`config.mk`:
```
export PLATFORM = sky130hd
export DESIGN_NAME = esdrv_port
export DESIGN_NICKNAME = d
export VERILOG_FILES = /design/src/esdrv_pkg.sv /design/src/esdrv_port.sv
export VERILOG_INCLUDE_DIRS = /design/src
export SDC_FILE = /design/constraint.sdc
export NUM_CORES = 1
export LEC_CHECK = 0
export CORE_MARGIN = 3
export CORE_UTILIZATION = 60
export CTS_CLUSTER_DIAMETER = 50
export DETAILED_ROUTE_END_ITERATION = 8
export DONT_BUFFER_PORTS = 1
export GPL_ROUTABILITY_DRIVEN = 0
export GPL_TIMING_DRIVEN = 0
export HOLD_SLACK_MARGIN = 0.12
export PLACE_DENSITY_LB_ADDON = 0.25
export REMOVE_ABC_BUFFERS = 1
export SETUP_SLACK_MARGIN = 0.5
export SLEW_MARGIN = 25
export SYNTH_ARGS = -nofsm -noshare
export SYNTH_HDL_FRONTEND = slang
export SYNTH_SLANG_ARGS = --single-unit
export TNS_END_PERCENT = 50
```
`constraint.sdc`:
```
create_clock -name clk_i -period 3.5 [get_ports clk_i]
set_input_delay 0.35 -clock clk_i [delete_from_list [all_inputs] [get_ports clk_i]]
set_output_delay 0.35 -clock clk_i [all_outputs]
set_load 0.01 [all_outputs]
```
`src/esdrv_params.svh`:
```
`ifndef ESDRV_PARAMS_SVH
`define ESDRV_PARAMS_SVH
// Behaviour
// - While external control is active the port drives just three outputs: enable, direction and step clock.
// - One step clock pulse is sent per microstep, so the pulse count equals the commanded displacement.
// - Direction is high for motion to the right and low for motion to the left.
// - The microsteps per full step follow the division, 32 pulses per step at 1/32.
// - Step clock pulses never come faster than 78 kHz, whatever rate is asked for.
// - The port runs only for a stepper motor with feedback set to none.
// - While external control is enabled the shared general-purpose pin loses its own input and output use.
`define ESDRV_CLK_HZ 100000000
`define ESDRV_MAX_STEP_HZ 78000
// Least pulse period, rounded up to whole cycles
`define ESDRV_MIN_PERIOD_CYC ((`ESDRV_CLK_HZ + `ESDRV_MAX_STEP_HZ - 1) / `ESDRV_MAX_STEP_HZ)
`define ESDRV_HIGH_CYC (`ESDRV_MIN_PERIOD_CYC / 2)
`define ESDRV_MOTOR_STEPPER 2'h0
`define ESDRV_FB_NONE 2'h0
`define ESDRV_DIV_MAX_LOG2 3'h7
`endif

```
`src/esdrv_pkg.sv`:
```
package esdrv_pkg;
   typedef struct packed {
      logic en;
      logic dir;
      logic step;
   } esdrv_pins_type;
   typedef enum logic [2:0] {
      ESDRV_IDLE = 3'b001,
      ESDRV_HIGH = 3'b010,
      ESDRV_LOW = 3'b100
   } esdrv_state_type;
endpackage

```
`src/esdrv_port.sv`:
```
`timescale 1ns/1ps
`include "esdrv_params.svh"
module esdrv_port
   import esdrv_pkg::*;
(
   // Clock and reset
   input wire logic clk_i,
   input wire logic sys_rst_i,
   // Mode configuration
   input wire logic ext_enable_i,
   input wire logic [1:0] motor_type_i,
   input wire logic [1:0] feedback_i,
   input wire logic [2:0] div_log2_i,
   // Move command
   input wire logic move_start_i,
   input wire logic move_dir_right_i,
   input wire logic [23:0] move_full_steps_i,
   input wire logic [15:0] move_period_i,
   // Shared pin from general-purpose logic
   input wire logic gpio_out_i,
   input wire logic gpio_oe_i,
   output logic gpio_in_o,
   // Pins and status
   output esdrv_pins_type pins_o,
   output logic shared_gpio_pin_o,
   output logic shared_gpio_pin_oe_o,
   output logic busy_o,
   output logic done_o
);
   // Cycle counts fixed by the system clock and the pulse-rate cap
   localparam logic [15:0] MIN_PERIOD = 16'(`ESDRV_MIN_PERIOD_CYC);
   localparam logic [15:0] HIGH_CYC = 16'(`ESDRV_HIGH_CYC);

   // True only for a stepper that runs with feedback set to none
   function automatic logic open_loop(input logic [1:0] motor, input logic [1:0] fb);
      open_loop = (motor == `ESDRV_MOTOR_STEPPER) && (fb == `ESDRV_FB_NONE);
   endfunction

   // Microsteps of a move; the division is capped so the shift stays in 32 bits
   function automatic logic [31:0] microsteps(input logic [23:0] full, input logic [2:0] div_log2);
      logic [2:0] div_cap;
      div_cap = (div_log2 > `ESDRV_DIV_MAX_LOG2) ? `ESDRV_DIV_MAX_LOG2 : div_log2;
      microsteps = 32'(full) << div_cap;
   endfunction

   // Raise a short period to the least legal one
   function automatic logic [15:0] clamp_period(input logic [15:0] req);
      clamp_period = (req < MIN_PERIOD) ? MIN_PERIOD : req;
   endfunction

   // Count down by one, resting at zero so an idle counter never wraps
   function automatic logic [15:0] count_down(input logic [15:0] c);
      count_down = (c == 16'h0) ? 16'h0 : c - 16'h1;
   endfunction

   // Sequencer state
   esdrv_state_type state_q;
   esdrv_state_type state_d;

   // Move bookkeeping
   logic [31:0] left_q;
   logic [31:0] left_d;
   logic [15:0] cnt_q;
   logic [15:0] cnt_d;
   logic [15:0] period_q;
   logic [15:0] period_d;
   logic dir_q;
   logic dir_d;

   // Registered outputs
   logic en_q;
   logic step_q;
   logic done_q;
   logic busy_q;
   logic gpio_in_q;
   logic pin_q;
   logic pin_oe_q;

   // Mode decode; anything but an open-loop stepper keeps the port quiet
   wire mode_ok = ext_enable_i && open_loop(motor_type_i, feedback_i);

   // Move decode
   wire [31:0] usteps = microsteps(move_full_steps_i, div_log2_i);
   wire [15:0] period_eff = clamp_period(move_period_i);
   wire start_ok = mode_ok && move_start_i && (usteps != 32'h0);

   // Phase events; each needs the mode still good, so a mode loss aborts
   wire cnt_end = (cnt_q == 16'h0001);
   wire last_pulse = (left_q == 32'h0000_0001);
   wire take = (state_q == ESDRV_IDLE) && start_ok;
   wire high_end = (state_q == ESDRV_HIGH) && mode_ok && cnt_end;
   wire low_end = (state_q == ESDRV_LOW) && mode_ok && cnt_end;
   wire finish = low_end && last_pulse;

   // Next state; a start while busy is simply not looked at
   always_comb begin
      state_d = state_q;
      unique case (state_q)
         ESDRV_IDLE: begin
            if (start_ok) begin
               state_d = ESDRV_HIGH;
            end
         end
         ESDRV_HIGH: begin
            if (!mode_ok) begin
               state_d = ESDRV_IDLE;
            end else if (cnt_end) begin
               state_d = ESDRV_LOW;
            end
         end
         ESDRV_LOW: begin
            if (!mode_ok) begin
               state_d = ESDRV_IDLE;
            end else if (cnt_end) begin
               state_d = last_pulse ? ESDRV_IDLE : ESDRV_HIGH;
            end
         end
      endcase
   end

   // Phase counter; the low phase takes what the period leaves after the high phase
   always_comb begin
      cnt_d = count_down(cnt_q);
      if (take || low_end) begin
         cnt_d = HIGH_CYC;
      end else if (high_end) begin
         cnt_d = period_q - HIGH_CYC;
      end
   end

   // Pulses still owed; one is paid at the end of each low phase
   always_comb begin
      left_d = left_q;
      if (take) begin
         left_d = usteps;
      end else if (low_end) begin
         left_d = left_q - 32'h1;
      end
   end

   // Period and direction latch only at the take, so both stay put all move long
   always_comb begin
      period_d = period_q;
      dir_d = dir_q;
      if (take) begin
         period_d = period_eff;
         dir_d = move_dir_right_i;
      end
   end

   // State register
   always_ff @(posedge clk_i) begin
      if (sys_rst_i) begin
         state_q <= ESDRV_IDLE;
      end else begin
         state_q <= state_d;
      end
   end

   // Phase counter register
   always_ff @(posedge clk_i) begin
      if (sys_rst_i) begin
         cnt_q <= 16'h0;
      end else begin
         cnt_q <= cnt_d;
      end
   end

   // Remaining pulse count
   always_ff @(posedge clk_i) begin
      if (sys_rst_i) begin
         left_q <= 32'h0;
      end else begin
         left_q <= left_d;
      end
   end

   // Held period and direction
   always_ff @(posedge clk_i) begin
      if (sys_rst_i) begin
         period_q <= MIN_PERIOD;
         dir_q <= 1'b0;
      end else begin
         period_q <= period_d;
         dir_q <= dir_d;
      end
   end

   // Step clock; gated by the mode too, so it can never outlive enable
   always_ff @(posedge clk_i) begin
      if (sys_rst_i) begin
         step_q <= 1'b0;
      end else begin
         step_q <= (state_d == ESDRV_HIGH) && mode_ok;
      end
   end

   // Enable follows the mode one cycle late
   always_ff @(posedge clk_i) begin
      if (sys_rst_i) begin
         en_q <= 1'b0;
      end else begin
         en_q <= mode_ok;
      end
   end

   // Busy and a one-cycle done; an aborted move gives no done
   always_ff @(posedge clk_i) begin
      if (sys_rst_i) begin
         busy_q <= 1'b0;
         done_q <= 1'b0;
      end else begin
         busy_q <= (state_d != ESDRV_IDLE);
         done_q <= finish;
      end
   end

   // Shared pin goes quiet while the driver port owns it
   always_ff @(posedge clk_i) begin
      if (sys_rst_i) begin
         gpio_in_q <= 1'b0;
         pin_q <= 1'b0;
         pin_oe_q <= 1'b0;
      end else begin
         gpio_in_q <= ext_enable_i ? 1'b0 : gpio_out_i;
         pin_q <= ext_enable_i ? 1'b0 : gpio_out_i;
         pin_oe_q <= ext_enable_i ? 1'b0 : gpio_oe_i;
      end
   end

   // Three driver outputs, all from flops
   assign pins_o = '{en: en_q, dir: dir_q, step: step_q};

   // Status and shared pin outputs
   assign gpio_in_o = gpio_in_q;
   assign shared_gpio_pin_o = pin_q;
   assign shared_gpio_pin_oe_o = pin_oe_q;
   assign busy_o = busy_q;
   assign done_o = done_q;
endmodule

```
==> results of run 1 <==
worst min path at each step:
stage	from	to	slack [ns]	depth (start not counted)
2_1_floorplan	sys_rst_i	dir_q$_SDFFE_PP0P_	0.42	1
3_5_place_dp	sys_rst_i	period_q[3]$_SDFFE_PP0P_	0.43	1
6_report	sys_rst_i	left_q[14]$_SDFFE_PP0P_	0.14	1
5_1_grt	sys_rst_i	left_q[14]$_SDFFE_PP0P_	0.14	1
4_1_cts	move_dir_right_i	dir_q$_SDFFE_PP0P_	0.13	2
3_3_place_gp	ext_enable_i	shared_gpio_pin_o$_SDFF_PP0_	0.43	1
sequential cells by signal (all words and copies together), names as in the netlist, 3 cells and up:
signal,count
cnt_q,16
state_q,3
left_q,32
period_q,16
where the power goes:
group,switching [mW],total [mW],internal (mW)
registers,0.0781,0.995,0.917
clock network,0.334,0.879,0.545
logic,0.488,0.936,0.448
total,0.900,2.81,1.91
logic make-up (layout without fill, tap and decap cells):
logic type                 after synthesis  count (layout)  synth area share [%]
and+or+nand+nor                        283             284                  26.2
AOI/OAI and AO/OA                      200             200                  22.7
buffers and inverters                   82              49                  6.88
DFF                                     74              74                  25.3
muxes                                   53              53                  11.7
xor gates and xnor gates                41              41                  6.13
adders and majority gates                5               5                  1.07
cell usage in the layout, fill, tap and decap left out, types with 6 or more instances in the layout:
| master | n |
|---|---|
| nor3b_1 | 6 |
| nand2_1 | 42 |
| a22oi_1 | 16 |
| nand4_1 | 16 |
| nor4_1 | 21 |
| and3_1 | 7 |
| clkbuf_8 | 9 |
| nor2_1 | 73 |
| a21oi_1 | 44 |
| or4_1 | 8 |
| inv_1 | 18 |
| o21ai_1 | 9 |
| mux2i_1 | 26 |
| nor2b_1 | 6 |
| o21ai_0 | 40 |
| xnor2_1 | 18 |
| or3_1 | 11 |
| xor2_1 | 23 |
| nor3_1 | 24 |
| a31oi_1 | 11 |
| dfxtp_1 | 74 |
| nor4b_1 | 7 |
| buf_4 | 9 |
| a211oi_1 | 23 |
| mux4_2 | 11 |
| mux2_2 | 16 |
| nand2b_1 | 10 |
| nand3_1 | 20 |
per-layer routing:
metal	routed length [um]	GRT usage, %	vias up
li1	-	-	2713
met2	7760	47.4	295
met3	1530	5.37	35
met5	0	0	-
met1	7070	41.4	2758
met4	348	9.56	0
cell type report:
class | instances | share of cell area [%]
multi-input combinational | 583 | 65.9
sequential | 74 | 24.1
tap | 129 | 2.63
clock inverter | 6 | 2.24
clock buffer | 9 | 2.02
timing repair buffer | 15 | 2.00
inverter | 19 | 1.16
critical path, delay by kind of cell, from the launching register on:
kind            cells  cell delay [ns]
simple gates        4             1.73
flops               1             0.37
compound gates      3             0.70
timing repair:
action	CTS	global route
endpoints found under the hold margin	47	0
pin swaps	1	3
gates resized for setup	6	4
endpoints found under the setup margin	41	38
hold buffers	3	0
buffers inserted	0	8
cloned	1	0
through the flow:
stage / instance area (um2) / power (mW)
finish: 6150 / 2.81
global route: 6150 / 2.96
CTS: 6060 / 2.74
detailed placement: 5730 / 1.81
global placement: 5690 / 1.77
floorplan: 5530 / 1.65
==> summary.md, run 1 <==
| Metric | Value |
|---|---|
| Status | `completed` |
| Crit path required time | `3.73 ns` |
| Clk root buf | `clkbuf_8` |
| HPWL Detailed | `11,100 um` |
| GRT overflow | `0` |
| N_diodes | `0` |
| # rows | `35` |
| Die area | `between 10,000 and 15,000 um2` |
| Reg2Reg Depth | `7` |
| Largest stage delay on the critical path | `0.63 ns` |
| First-pass GRT wire length | `about 27,000 um` |
| Clock Path Buffers | `2` |
| WHS | `0.138 ns` |
| Die X | `105 um` |
| Reg-to-Reg Start | `left_q[24]$_SDFFE_PP0P_` |
| Final #Nets | `761` |
| Cell with the most instances after synthesis | `dfxtp_1` |
| Hold Fails Final Rpt | `0` |
| Drt wl/cell | `20.0 um` |
| Core area | `around 9400 um2` |
| CTS buffer count | `9` |
| Dpl ws | `0.0113 ns` |
| Ranking of synthesized cells by area | `dfxtp_1 25%, nor2_1 4.7%, mux2i_1 4.4%` |
| R2R setup slack | `0.57 ns` |
| WP data arrival | `3.16 ns` |
| Footprint of the multi-input gates | `4050 um2` |
| Clock Latency Late Sink | `0.35 ns` |
| Warning count from the yosys run | `0` |
| Distinct cells, synth | `78` |
| Critical Path Slowest Stage Cell | `or4_1` |
| Cell Pwr Density | `around 460 nW/um2` |
| Via density | `6.95` |
| Port Buffers | `0` |
| Crit path cell chain | `or4_1 -> or4_1 -> nor4_1 -> o221a_2 -> nor2_1 -> a21oi_1 -> a31oi_1` |
| CP Launch Point | `left_q[24]$_SDFFE_PP0P_` |
| Most instantiated cells after synthesis | `74 x dfxtp_1, 73 x nor2_1, 44 x a21oi_1` |
| CP Capture Type | `flip-flop` |
| Seq/Total Area, Yosys | `25.3%` |
| Final ANT Viol Nets | `0` |
| Clk pin slew, worst setup/hold paths | `0.08 ns` |
| Starting Density | `62.5%` |
| Total GRT Usage | `29.9%` |
| H-tree levels | `3` |
| Util after Layout | `65.6%` |
| RSZ-0062 raised after global routing | `yes` |
| Post-Route WL | `16,700 um` |
| Worst Skew | `approximately 0.011 ns` |
| Cell accounting for the most synthesized area | `dfxtp_1` |
| Routed via count | `5,801` |
| Top cell type's share of synthesized area | `25.3%` |
| Mean Syn Cell Area | `7.94 um2` |
| Crit path to | `busy_o$_SDFF_PP0_` |
| Pre-antenna DRT Iters | `5` |
| FILL cells | `833` |
| Drt initial violations | `560` |
| Startpoint types | `flip-flop` |
| CTS tree | `built` |
| Clk sinks | `74` |
| # setup viols final | `0` |
| Synth async-reset ratio | `0%` |
| Post-synth EDFFs | `0` |
| Leakage | `2.24 nW` |
| Cell Area, Synth | `5860 um2` |
| Fin crit share | `83.7%` |
| Slew @ Worst Pin | `0.806 ns` |
| Seq cells post-synth | `74` |
| Number of global-route vias before repair | `5,503` |
| Crit path kind | `flip-flop to flip-flop` |
| Inst Count DP | `808` |
| Max-slew violations | `0` |
| Largest net degree at the start of global routing | `62` |
| Slew margin rel. | `46.3%` |
| Setup TNS | `0 ns` |
| Peak supply drop | `0.306 mV` |
| Syn-to-layout area delta | `4.93%` |
| Crit path time final | `2.93 ns` |
| I/O Pins | `62` |
| Top FF cell, synth | `dfxtp_1` |
| Final setup margin | `0.571 ns` |
| Worst min path class | `input port to flip-flop` |
| Non-filler cells, final | `roughly 840` |
| Number of antenna violations at the first check in global routing | `0` |
| Drt drc | `0` |
| Share of layout cells above drive strength 1 | `between 10% and 20%` |
| Register area | `1480 um2` |
| Crit-path max FO | `7` |
| Die span in y | `105 um` |
| Fmax | `341 MHz` |
| Most Frequent Cell on Critical Path | `or4_1` |
| Crit Reg-Reg Endpoint | `busy_o$_SDFF_PP0_` |
| Synthesized instance count | `about 740` |
| Max_cap viols | `0` |
No activity file was read; power rests on OpenSTA's default activity.
==> inputs of run 2 (changes only) <==
clock period = 2.8 ns   (was 3.5 ns; I/O delays follow)
==> summary.md, run 2 (synthesis gave the netlist of run 1 again) <==
| Metric | Value |
|---|---|
| Clk pin slew, worst setup/hold paths | `0.08 ns (about the same)` |
| CP Capture Type | `flip-flop (unchanged)` |
| Syn-to-layout area delta | `19.7% (was 4.93%)` |
| Slew @ Worst Pin | `0.565 ns (was 0.806 ns)` |
| Share of layout cells above drive strength 1 | `23.5% (was 11.2%)` |
| CTS tree | `built (unchanged)` |
| WHS | `-0.0190 ns (was 0.138 ns)` |
| Final #Nets | `822 (was 761)` |
| Non-filler cells, final | `897 (was 835)` |
| Die span in y | `105 um (unchanged)` |
| Clock Path Buffers | `2 (unchanged)` |
| Starting Density | `62.5% (unchanged)` |
| Routed via count | `6,617 (was 5,801)` |
| Largest net degree at the start of global routing | `62 (unchanged)` |
| First-pass GRT wire length | `30,500 um (was 27,500 um)` |
| Clock Latency Late Sink | `0.36 ns (was 0.35 ns)` |
| RSZ-0062 raised after global routing | `yes (unchanged)` |
| HPWL Detailed | `11,100 um (unchanged)` |
| Post-Route WL | `20,800 um (was 16,700 um)` |
| Slew margin rel. | `61.4% (was 46.3%)` |
| Dpl ws | `-0.666 ns (was 0.0113 ns)` |
| Crit path time final | `2.47 ns (was 2.93 ns)` |
| Violated checks | `hold timing` |
| Util after Layout | `74.8% (was 65.6%)` |
| Inst Count DP | `808 (unchanged)` |
| Startpoint types | `flip-flop (unchanged)` |
| Cell Pwr Density | `557 nW/um2 (was 457 nW/um2)` |
| GRT overflow | `0 (unchanged)` |
| Most frequent cells in the layout | `71 x nor2_1, 67 x dfxtp_1, 49 x buf_4 (was 74 x dfxtp_1, 73 x nor2_1, 44 x a21oi_1)` |
| H-tree levels | `3 (unchanged)` |
| Sequential share of power | `32.5% (was 35.4%)` |
| Max_cap viols | `0 (unchanged)` |
| Top reg by flops | `left_q (unchanged)` |
| Leakage | `2.61 nW (was 2.24 nW)` |
| Worst min path class | `input port to flip-flop (unchanged)` |
| Total GRT Usage | `33.6% (was 29.9%)` |
| # rows | `35 (unchanged)` |
| Comb power frac | `39.0% (was 33.3%)` |
| Fin crit share | `88.1% (was 83.7%)` |
| Peak supply drop | `0.449 mV (was 0.306 mV)` |
| Core area | `9370 um2 (unchanged)` |
| # setup viols final | `0 (unchanged)` |
| Crit path required time | `3.09 ns (was 3.73 ns)` |
| Via density | `7.38 (was 6.95)` |
| Die area | `11,000 um2 (unchanged)` |
| WP data arrival | `2.75 ns (was 3.16 ns)` |
| Biggest regs | `left_q: 32 flops, cnt_q: 16 flops, period_q: 16 flops (unchanged)` |
| Port Buffers | `0 (unchanged)` |
| Net Sw Frac | `33.6% (was 32.0%)` |
| Crit path kind | `flip-flop to flip-flop (unchanged)` |
| Final setup margin | `0.334 ns (was 0.571 ns)` |
| Pre-antenna DRT Iters | `8 (was 5)` |
| Net Sw Power | `1.31 mW (was 0.900 mW)` |
| Max-slew violations | `0 (unchanged)` |
| Number of antenna violations at the first check in global routing | `0 (unchanged)` |
| CTS buffer count | `9 (unchanged)` |
| Clk root buf | `clkbuf_8 (unchanged)` |
| Worst Skew | `0.0165 ns (was 0.0111 ns)` |
| Fmax | `406 MHz (was 341 MHz)` |
| Crit-path max FO | `8 (was 7)` |
| Clk sinks | `74 (unchanged)` |
| Internal power | `2.59 mW (was 1.91 mW)` |
| Drt initial violations | `911 (was 560)` |
| Drt wl/cell | `23.2 um (was 20.0 um)` |
| Drt drc | `0 (unchanged)` |
| Die X | `105 um (unchanged)` |
| Number of global-route vias before repair | `6,025 (was 5,503)` |
| I/O Pins | `62 (unchanged)` |
| Status | `finished with violations (was completed)` |
| Final ANT Viol Nets | `0 (unchanged)` |
| Max reg flops | `32 (unchanged)` |
| Hold Fails Final Rpt | `12 (was 0)` |
| CTS hold repair buffers | `9 (was 3)` |
| Most common cell after layout, fill and taps aside | `nor2_1 (was dfxtp_1)` |
| Clock power frac | `28.6% (was 31.3%)` |
==> run 2: cell types whose count changed in the layout (fill, tap and decap cells not counted), moves of 6 or more <==
| cell | before | now |
|---|---|---|
| dlygate4sd3_1 | 2 | 9 |
| dfxtp_1 | 74 | 67 |
| dfxtp_2 | 0 | 6 |
| nor4_1 | 21 | 12 |
| buf_4 | 9 | 49 |
==> run 2: metal layers <==
metal  global-route usage [%]  wire, um  up-vias
met1                     43.7      7790     3097
met4                     13.7      1100        0
li1                         -         -     2867
met5                        0         0        -
met2                     53.9      9450      526
met3                     7.78      2500      127
==> run 2: area by class of cell <==
type	count	area (um2)
sequential	74	1490
fill	692	2360
multi-input combinational	592	4420
clock inverter	6	138
clock buffer	9	124
antenna	1	2.50
inverter	19	78.8
tap	129	161
timing repair buffer	67	591
==> run 2: path summary, 6_finish.rpt <==
kind	cells past startpoint	startpoint	slack, ns	to
hold reg to reg	2	period_q[15]$_SDFFE_PP0P_	0.51	period_q[15]$_SDFFE_PP0P_
setup reg to reg	8	cnt_q[12]$_SDFF_PP0_	0.33	left_q[22]$_SDFFE_PP0P_
hold / removal	1	sys_rst_i	-0.02	left_q[24]$_SDFFE_PP0P_
setup / recovery	8	cnt_q[12]$_SDFF_PP0_	0.33	left_q[22]$_SDFFE_PP0P_
==> run 2: worst max-delay path: stages, from the launching register on <==
cell	delay, ns
dfxtp_4	0.35
or3_4	0.40
nor4b_4	0.27
buf_4	0.19
and4_4	0.33
nand3_4	0.09
or3_4	0.36
or3_1	0.32
o211ai_1	0.09
==> run 2: power groups by stage <==
stage	Clock (mW)	Sequential (mW)	Combinational [mW]
after floorplan	0	1.24	0.820
after global placement	0	1.26	0.951
after detailed placement	0	1.26	0.999
after CTS	1.11	1.25	1.23
after global routing	1.16	1.28	1.61
final	1.12	1.27	1.52
==> run 2: per-stage QoR <==
stage	hold WS [ns]	area [um2]	TNS [ns]	power (mW)
after floorplan	0.349	5530	-67.86	2.06
after global placement	0.356	5690	-185.92	2.21
after detailed placement	0.358	5730	-21.19	2.26
after CTS	-0.0265	6550	0	3.59
after global routing	-0.0306	7010	0	4.05
final	-0.0190	7010	0	3.91
==> run 2: repair_timing <==
action	CTS	global route
setup endpoints to repair	71	69
hold endpoints to repair	55	48
gates cloned	6	5
pin swaps	15	12
buffers inserted	28	25
gates resized for setup	43	43
==> inputs of run 3 (changes only) <==
ABC_AREA = 1   (was unset)
PLACE_DENSITY = 0.77   (was unset)
PLACE_DENSITY_LB_ADDON = unset   (was 0.25)
clock period = 2.7 ns   (was 2.8 ns; I/O delays follow)
==> summary.md, run 3 <==
| Metric | Value |
|---|---|
| Status | `completed (was finished with violations)` |
| Slew margin rel. | `33.5% (was 61.4%)` |
| Footprint of the multi-input gates | `3610 um2 (was 4420 um2)` |
| FILL cells | `779 (was 692)` |
| Drt drc | `0 (unchanged)` |
| Largest family of logic cells by synthesized area | `simple AND/OR/NAND/NOR gates (unchanged)` |
| Most frequent cells in the layout | `305 x nand2_1, 121 x nand3_1, 87 x nor2_1 (was 71 x nor2_1, 67 x dfxtp_1, 49 x buf_4)` |
| Drt initial violations | `584 (was 911)` |
| Reg-to-Reg Start | `cnt_q[1]$_SDFF_PP0_ (was cnt_q[12]$_SDFF_PP0_)` |
| Peak supply drop | `0.327 mV (was 0.449 mV)` |
| Final #Nets | `1,008 (was 822)` |
| Worst Skew | `0.0178 ns (was 0.0165 ns)` |
| WHS | `0.145 ns (was -0.0190 ns)` |
| Syn-to-layout area delta | `11.8% (was 19.7%)` |
| Crit path time final | `2.14 ns (was 2.47 ns)` |
| Clk pin slew, worst setup/hold paths | `0.08 ns (about the same)` |
| Starting Density | `62.5% (about the same)` |
| Design Area, Final | `6150 um2 (was 7010 um2)` |
| Largest net degree at the start of global routing | `48 (was 62)` |
| Hold path depth | `3 (was 1)` |
| Reg2Reg Depth | `14 (was 8)` |
| Largest stage delay on the critical path | `0.31 ns (was 0.40 ns)` |
| Warning count from the yosys run | `0 (unchanged)` |
| Net Sw Frac | `38.5% (was 33.6%)` |
| Total GRT Usage | `30.5% (was 33.6%)` |
| Fin crit share | `79.2% (was 88.1%)` |
| Tot Pwr | `3.55 mW (was 3.91 mW)` |
| H-tree levels | `3 (unchanged)` |
| Seq cells post-synth | `74 (unchanged)` |
| Cell Area, Synth | `5500 um2 (was 5860 um2)` |
| Most Frequent Cell on Critical Path | `nor2_1 (was or3_4)` |
| Pre-antenna DRT Iters | `6 (was 8)` |
| Top FF cell, synth | `dfxtp_1 (unchanged)` |
| Die span in y | `102 um (was 105 um)` |
| Biggest regs | `left_q: 32 flops, cnt_q: 16 flops, period_q: 16 flops (unchanged)` |
| Share of layout cells above drive strength 1 | `8.60% (was 23.5%)` |
| Net Sw Power | `1.36 mW (was 1.31 mW)` |
| CTS buffer count | `9 (unchanged)` |
| RSZ-0062 raised after global routing | `yes (unchanged)` |
| # setup viols final | `0 (unchanged)` |
| Startpoint types | `flip-flop (unchanged)` |
| Core area | `8810 um2 (was 9370 um2)` |
| Worst min path class | `input port to flip-flop (unchanged)` |
| Final ANT Viol Nets | `0 (unchanged)` |
| Slew @ Worst Pin | `0.997 ns (was 0.565 ns)` |
| Comb power frac | `38.3% (was 39.0%)` |
| Most instantiated cells after synthesis | `308 x nand2_1, 121 x nand3_1, 96 x nor2_1 (was 74 x dfxtp_1, 73 x nor2_1, 44 x a21oi_1)` |
| Leakage | `3.01 nW (was 2.61 nW)` |
| Port Buffers | `0 (unchanged)` |
| Max_cap viols | `0 (unchanged)` |
| Setup TNS | `0 ns (unchanged)` |
| N_diodes | `0 (was 1)` |
| Routed via count | `6,185 (was 6,617)` |
| Crit path required time | `2.90 ns (was 3.09 ns)` |
| Clk root buf | `clkbuf_8 (unchanged)` |
| Non-filler cells, final | `1,062 (was 897)` |
| CTS tree | `built (unchanged)` |
| Compound-Gate Fraction of Synth Area | `8.71% (was 22.7%)` |
| Cell with the most instances after synthesis | `nand2_1 (was dfxtp_1)` |
| Clk sinks | `74 (unchanged)` |
| Via density | `5.82 (was 7.38)` |
| Register area | `1480 um2 (was 1490 um2)` |
| Max-slew violations | `0 (unchanged)` |
| Sequential share of power | `37.1% (was 32.5%)` |
| Hold Fails Final Rpt | `0 (was 12)` |
| Post-synth EDFFs | `0 (unchanged)` |
| Die area | `10,400 um2 (was 11,000 um2)` |
| Synthesized instance count | `939 (was 738)` |
| Crit Reg-Reg Endpoint | `left_q[21]$_SDFFE_PP0P_ (was left_q[22]$_SDFFE_PP0P_)` |
| I/O Pins | `62 (unchanged)` |
| Mux cell area share after synthesis | `0% (was 11.7%)` |
| # rows | `34 (was 35)` |
| Post-Route WL | `16,200 um (was 20,800 um)` |
| Seq/Total Area, Yosys | `26.9% (was 25.3%)` |
| Worst hold start | `sys_rst_i (unchanged)` |
| Critical Path Slowest Stage Cell | `dfxtp_1 (was or3_4)` |
| Clock Path Buffers | `2 (unchanged)` |
| Mean Syn Cell Area | `5.86 um2 (was 7.94 um2)` |
| Max reg flops | `32 (unchanged)` |
| Most common cell after layout, fill and taps aside | `nand2_1 (was nor2_1)` |
| Final setup margin | `0.561 ns (was 0.334 ns)` |
| GRT overflow | `0 (unchanged)` |
| Crit-path max FO | `28 (was 8)` |
| Post-synthesis adder-cell area fraction | `1.14% (was 1.07%)` |
| Distinct cells, synth | `39 (was 78)` |
| Fmax | `468 MHz (was 406 MHz)` |
| Crit path kind | `flip-flop to flip-flop (unchanged)` |
| Ranking of synthesized cells by area | `dfxtp_1 27%, nand2_1 21%, nand3_1 11% (was dfxtp_1 25%, nor2_1 4.7%, mux2i_1 4.4%)` |
| R2R setup slack | `0.56 ns (was 0.33 ns)` |
| HPWL Detailed | `10,900 um (was 11,100 um)` |
| Top reg by flops | `left_q (unchanged)` |
| Cell Pwr Density | `577 nW/um2 (was 557 nW/um2)` |
| CP Capture Type | `flip-flop (unchanged)` |
| Synth Area in Simple Gates | `47.6% (was 26.2%)` |
| Die X | `102 um (was 105 um)` |
| Crit path cell chain | `inv_1 -> ha_1 -> inv_1 -> nor3_2 -> nand4_1 -> buf_4 -> buf_4 -> nor2_4 -> buf_6 -> inv_8 -> nand2_8 -> nor2_1 -> nor2_1 -> nor2_1 (was or3_4 -> nor4b_4 -> buf_4 -> and4_4 -> nand3_4 -> or3_4 -> or3_1 -> o211ai_1)` |
| Fraction of synthesized cell area in xor and xnor cells | `4.94% (was 6.13%)` |
| First-pass GRT wire length | `25,500 um (was 30,500 um)` |
| Number of global-route vias before repair | `5,596 (was 6,025)` |
| Clock power frac | `24.6% (was 28.6%)` |
| Clock Latency Late Sink | `0.35 ns (was 0.36 ns)` |
| Drt wl/cell | `15.2 um (was 23.2 um)` |
| Util after Layout | `69.8% (was 74.8%)` |
| Top cell type's share of synthesized area | `26.9% (was 25.3%)` |
| Number of antenna violations at the first check in global routing | `0 (unchanged)` |
| Cell accounting for the most synthesized area | `dfxtp_1 (unchanged)` |
| Synth async-reset ratio | `0% (unchanged)` |
| Inst Count DP | `1,006 (was 808)` |
| WHS Endpoint | `left_q[3]$_SDFFE_PP0P_ (was left_q[24]$_SDFFE_PP0P_)` |
| WP data arrival | `2.34 ns (was 2.75 ns)` |
| Dpl ws | `-0.486 ns (was -0.666 ns)` |
| Area after DPL | `5430 um2 (was 5730 um2)` |
| Internal power | `2.18 mW (was 2.59 mW)` |
[run 3: worst max-delay path by stage]
stage / from / end / slack (ns) / cells past startpoint
4_1_cts: feedback_i[1] / left_q[10]$_SDFFE_PP0P_ / 0.47 / 10
5_1_grt: cnt_q[1]$_SDFF_PP0_ / cnt_q[11]$_SDFF_PP0_ / 0.42 / 13
6_report: cnt_q[1]$_SDFF_PP0_ / left_q[21]$_SDFFE_PP0P_ / 0.56 / 14
3_3_place_gp: cnt_q[1]$_SDFF_PP0_ / cnt_q[10]$_SDFF_PP0_ / -1.35 / 11
3_5_place_dp: state_q[0]$_SDFF_PP1_ / left_q[10]$_SDFFE_PP0P_ / -0.49 / 7
2_1_floorplan: cnt_q[1]$_SDFF_PP0_ / cnt_q[10]$_SDFF_PP0_ / 0.03 / 11
[run 3: cell type report]
type / count / area share [%]
Inverter: 95 / 6.29
Clock inverter: 6 / 1.06
Sequential cell: 74 / 24.1
Tap cell: 108 / 2.20
Clock buffer: 10 / 2.08
Multi-Input combinational cell: 732 / 58.7
Timing Repair Buffer: 37 / 5.60
[run 3: power groups by stage]
stage                     clock [mW]  combinational [mW]  sequential [mW]
after floorplan                    0               0.935             1.31
after global placement             0                1.09             1.32
after detailed placement           0                1.15             1.33
after CTS                      0.873                1.26             1.30
after global routing           0.934                1.52             1.33
final                          0.873                1.36             1.32
[run 3: worst max-delay path, delay by kind of cell, from the launching register on]
family                   cells  cell delay, ns
adder cells (fa/ha/maj)      1            0.15
flip-flops                   1            0.31
AND/OR/NAND/NOR              7            0.84
buffers and inverters        6            0.69
[run 3: what timing repair did]
action                                  4_1_cts  5_1_grt
hold endpoints to repair                     31        0
buffers inserted                              5       11
cloned                                        2        2
endpoints found under the setup margin       66       67
hold buffers                                 20        0
pin swaps                                     5        3
resized for setup                            19       20
[run 3: cell families after synthesis]
family / Yosys count
xor+xnor: 31
simple gates: 605
flops: 74
fa+ha+maj: 5
buf+inv: 137
compound gates: 87
[run 3: metal layers]
layer | share of wire [%] | GRT usage, % | vias up
li1 | - | - | 3069
met5 | 0 | 0 | -
met4 | 3.9 | 14.5 | 0
met1 | 40 | 37.9 | 2805
met3 | 6.9 | 4.34 | 54
met2 | 49 | 51.7 | 257
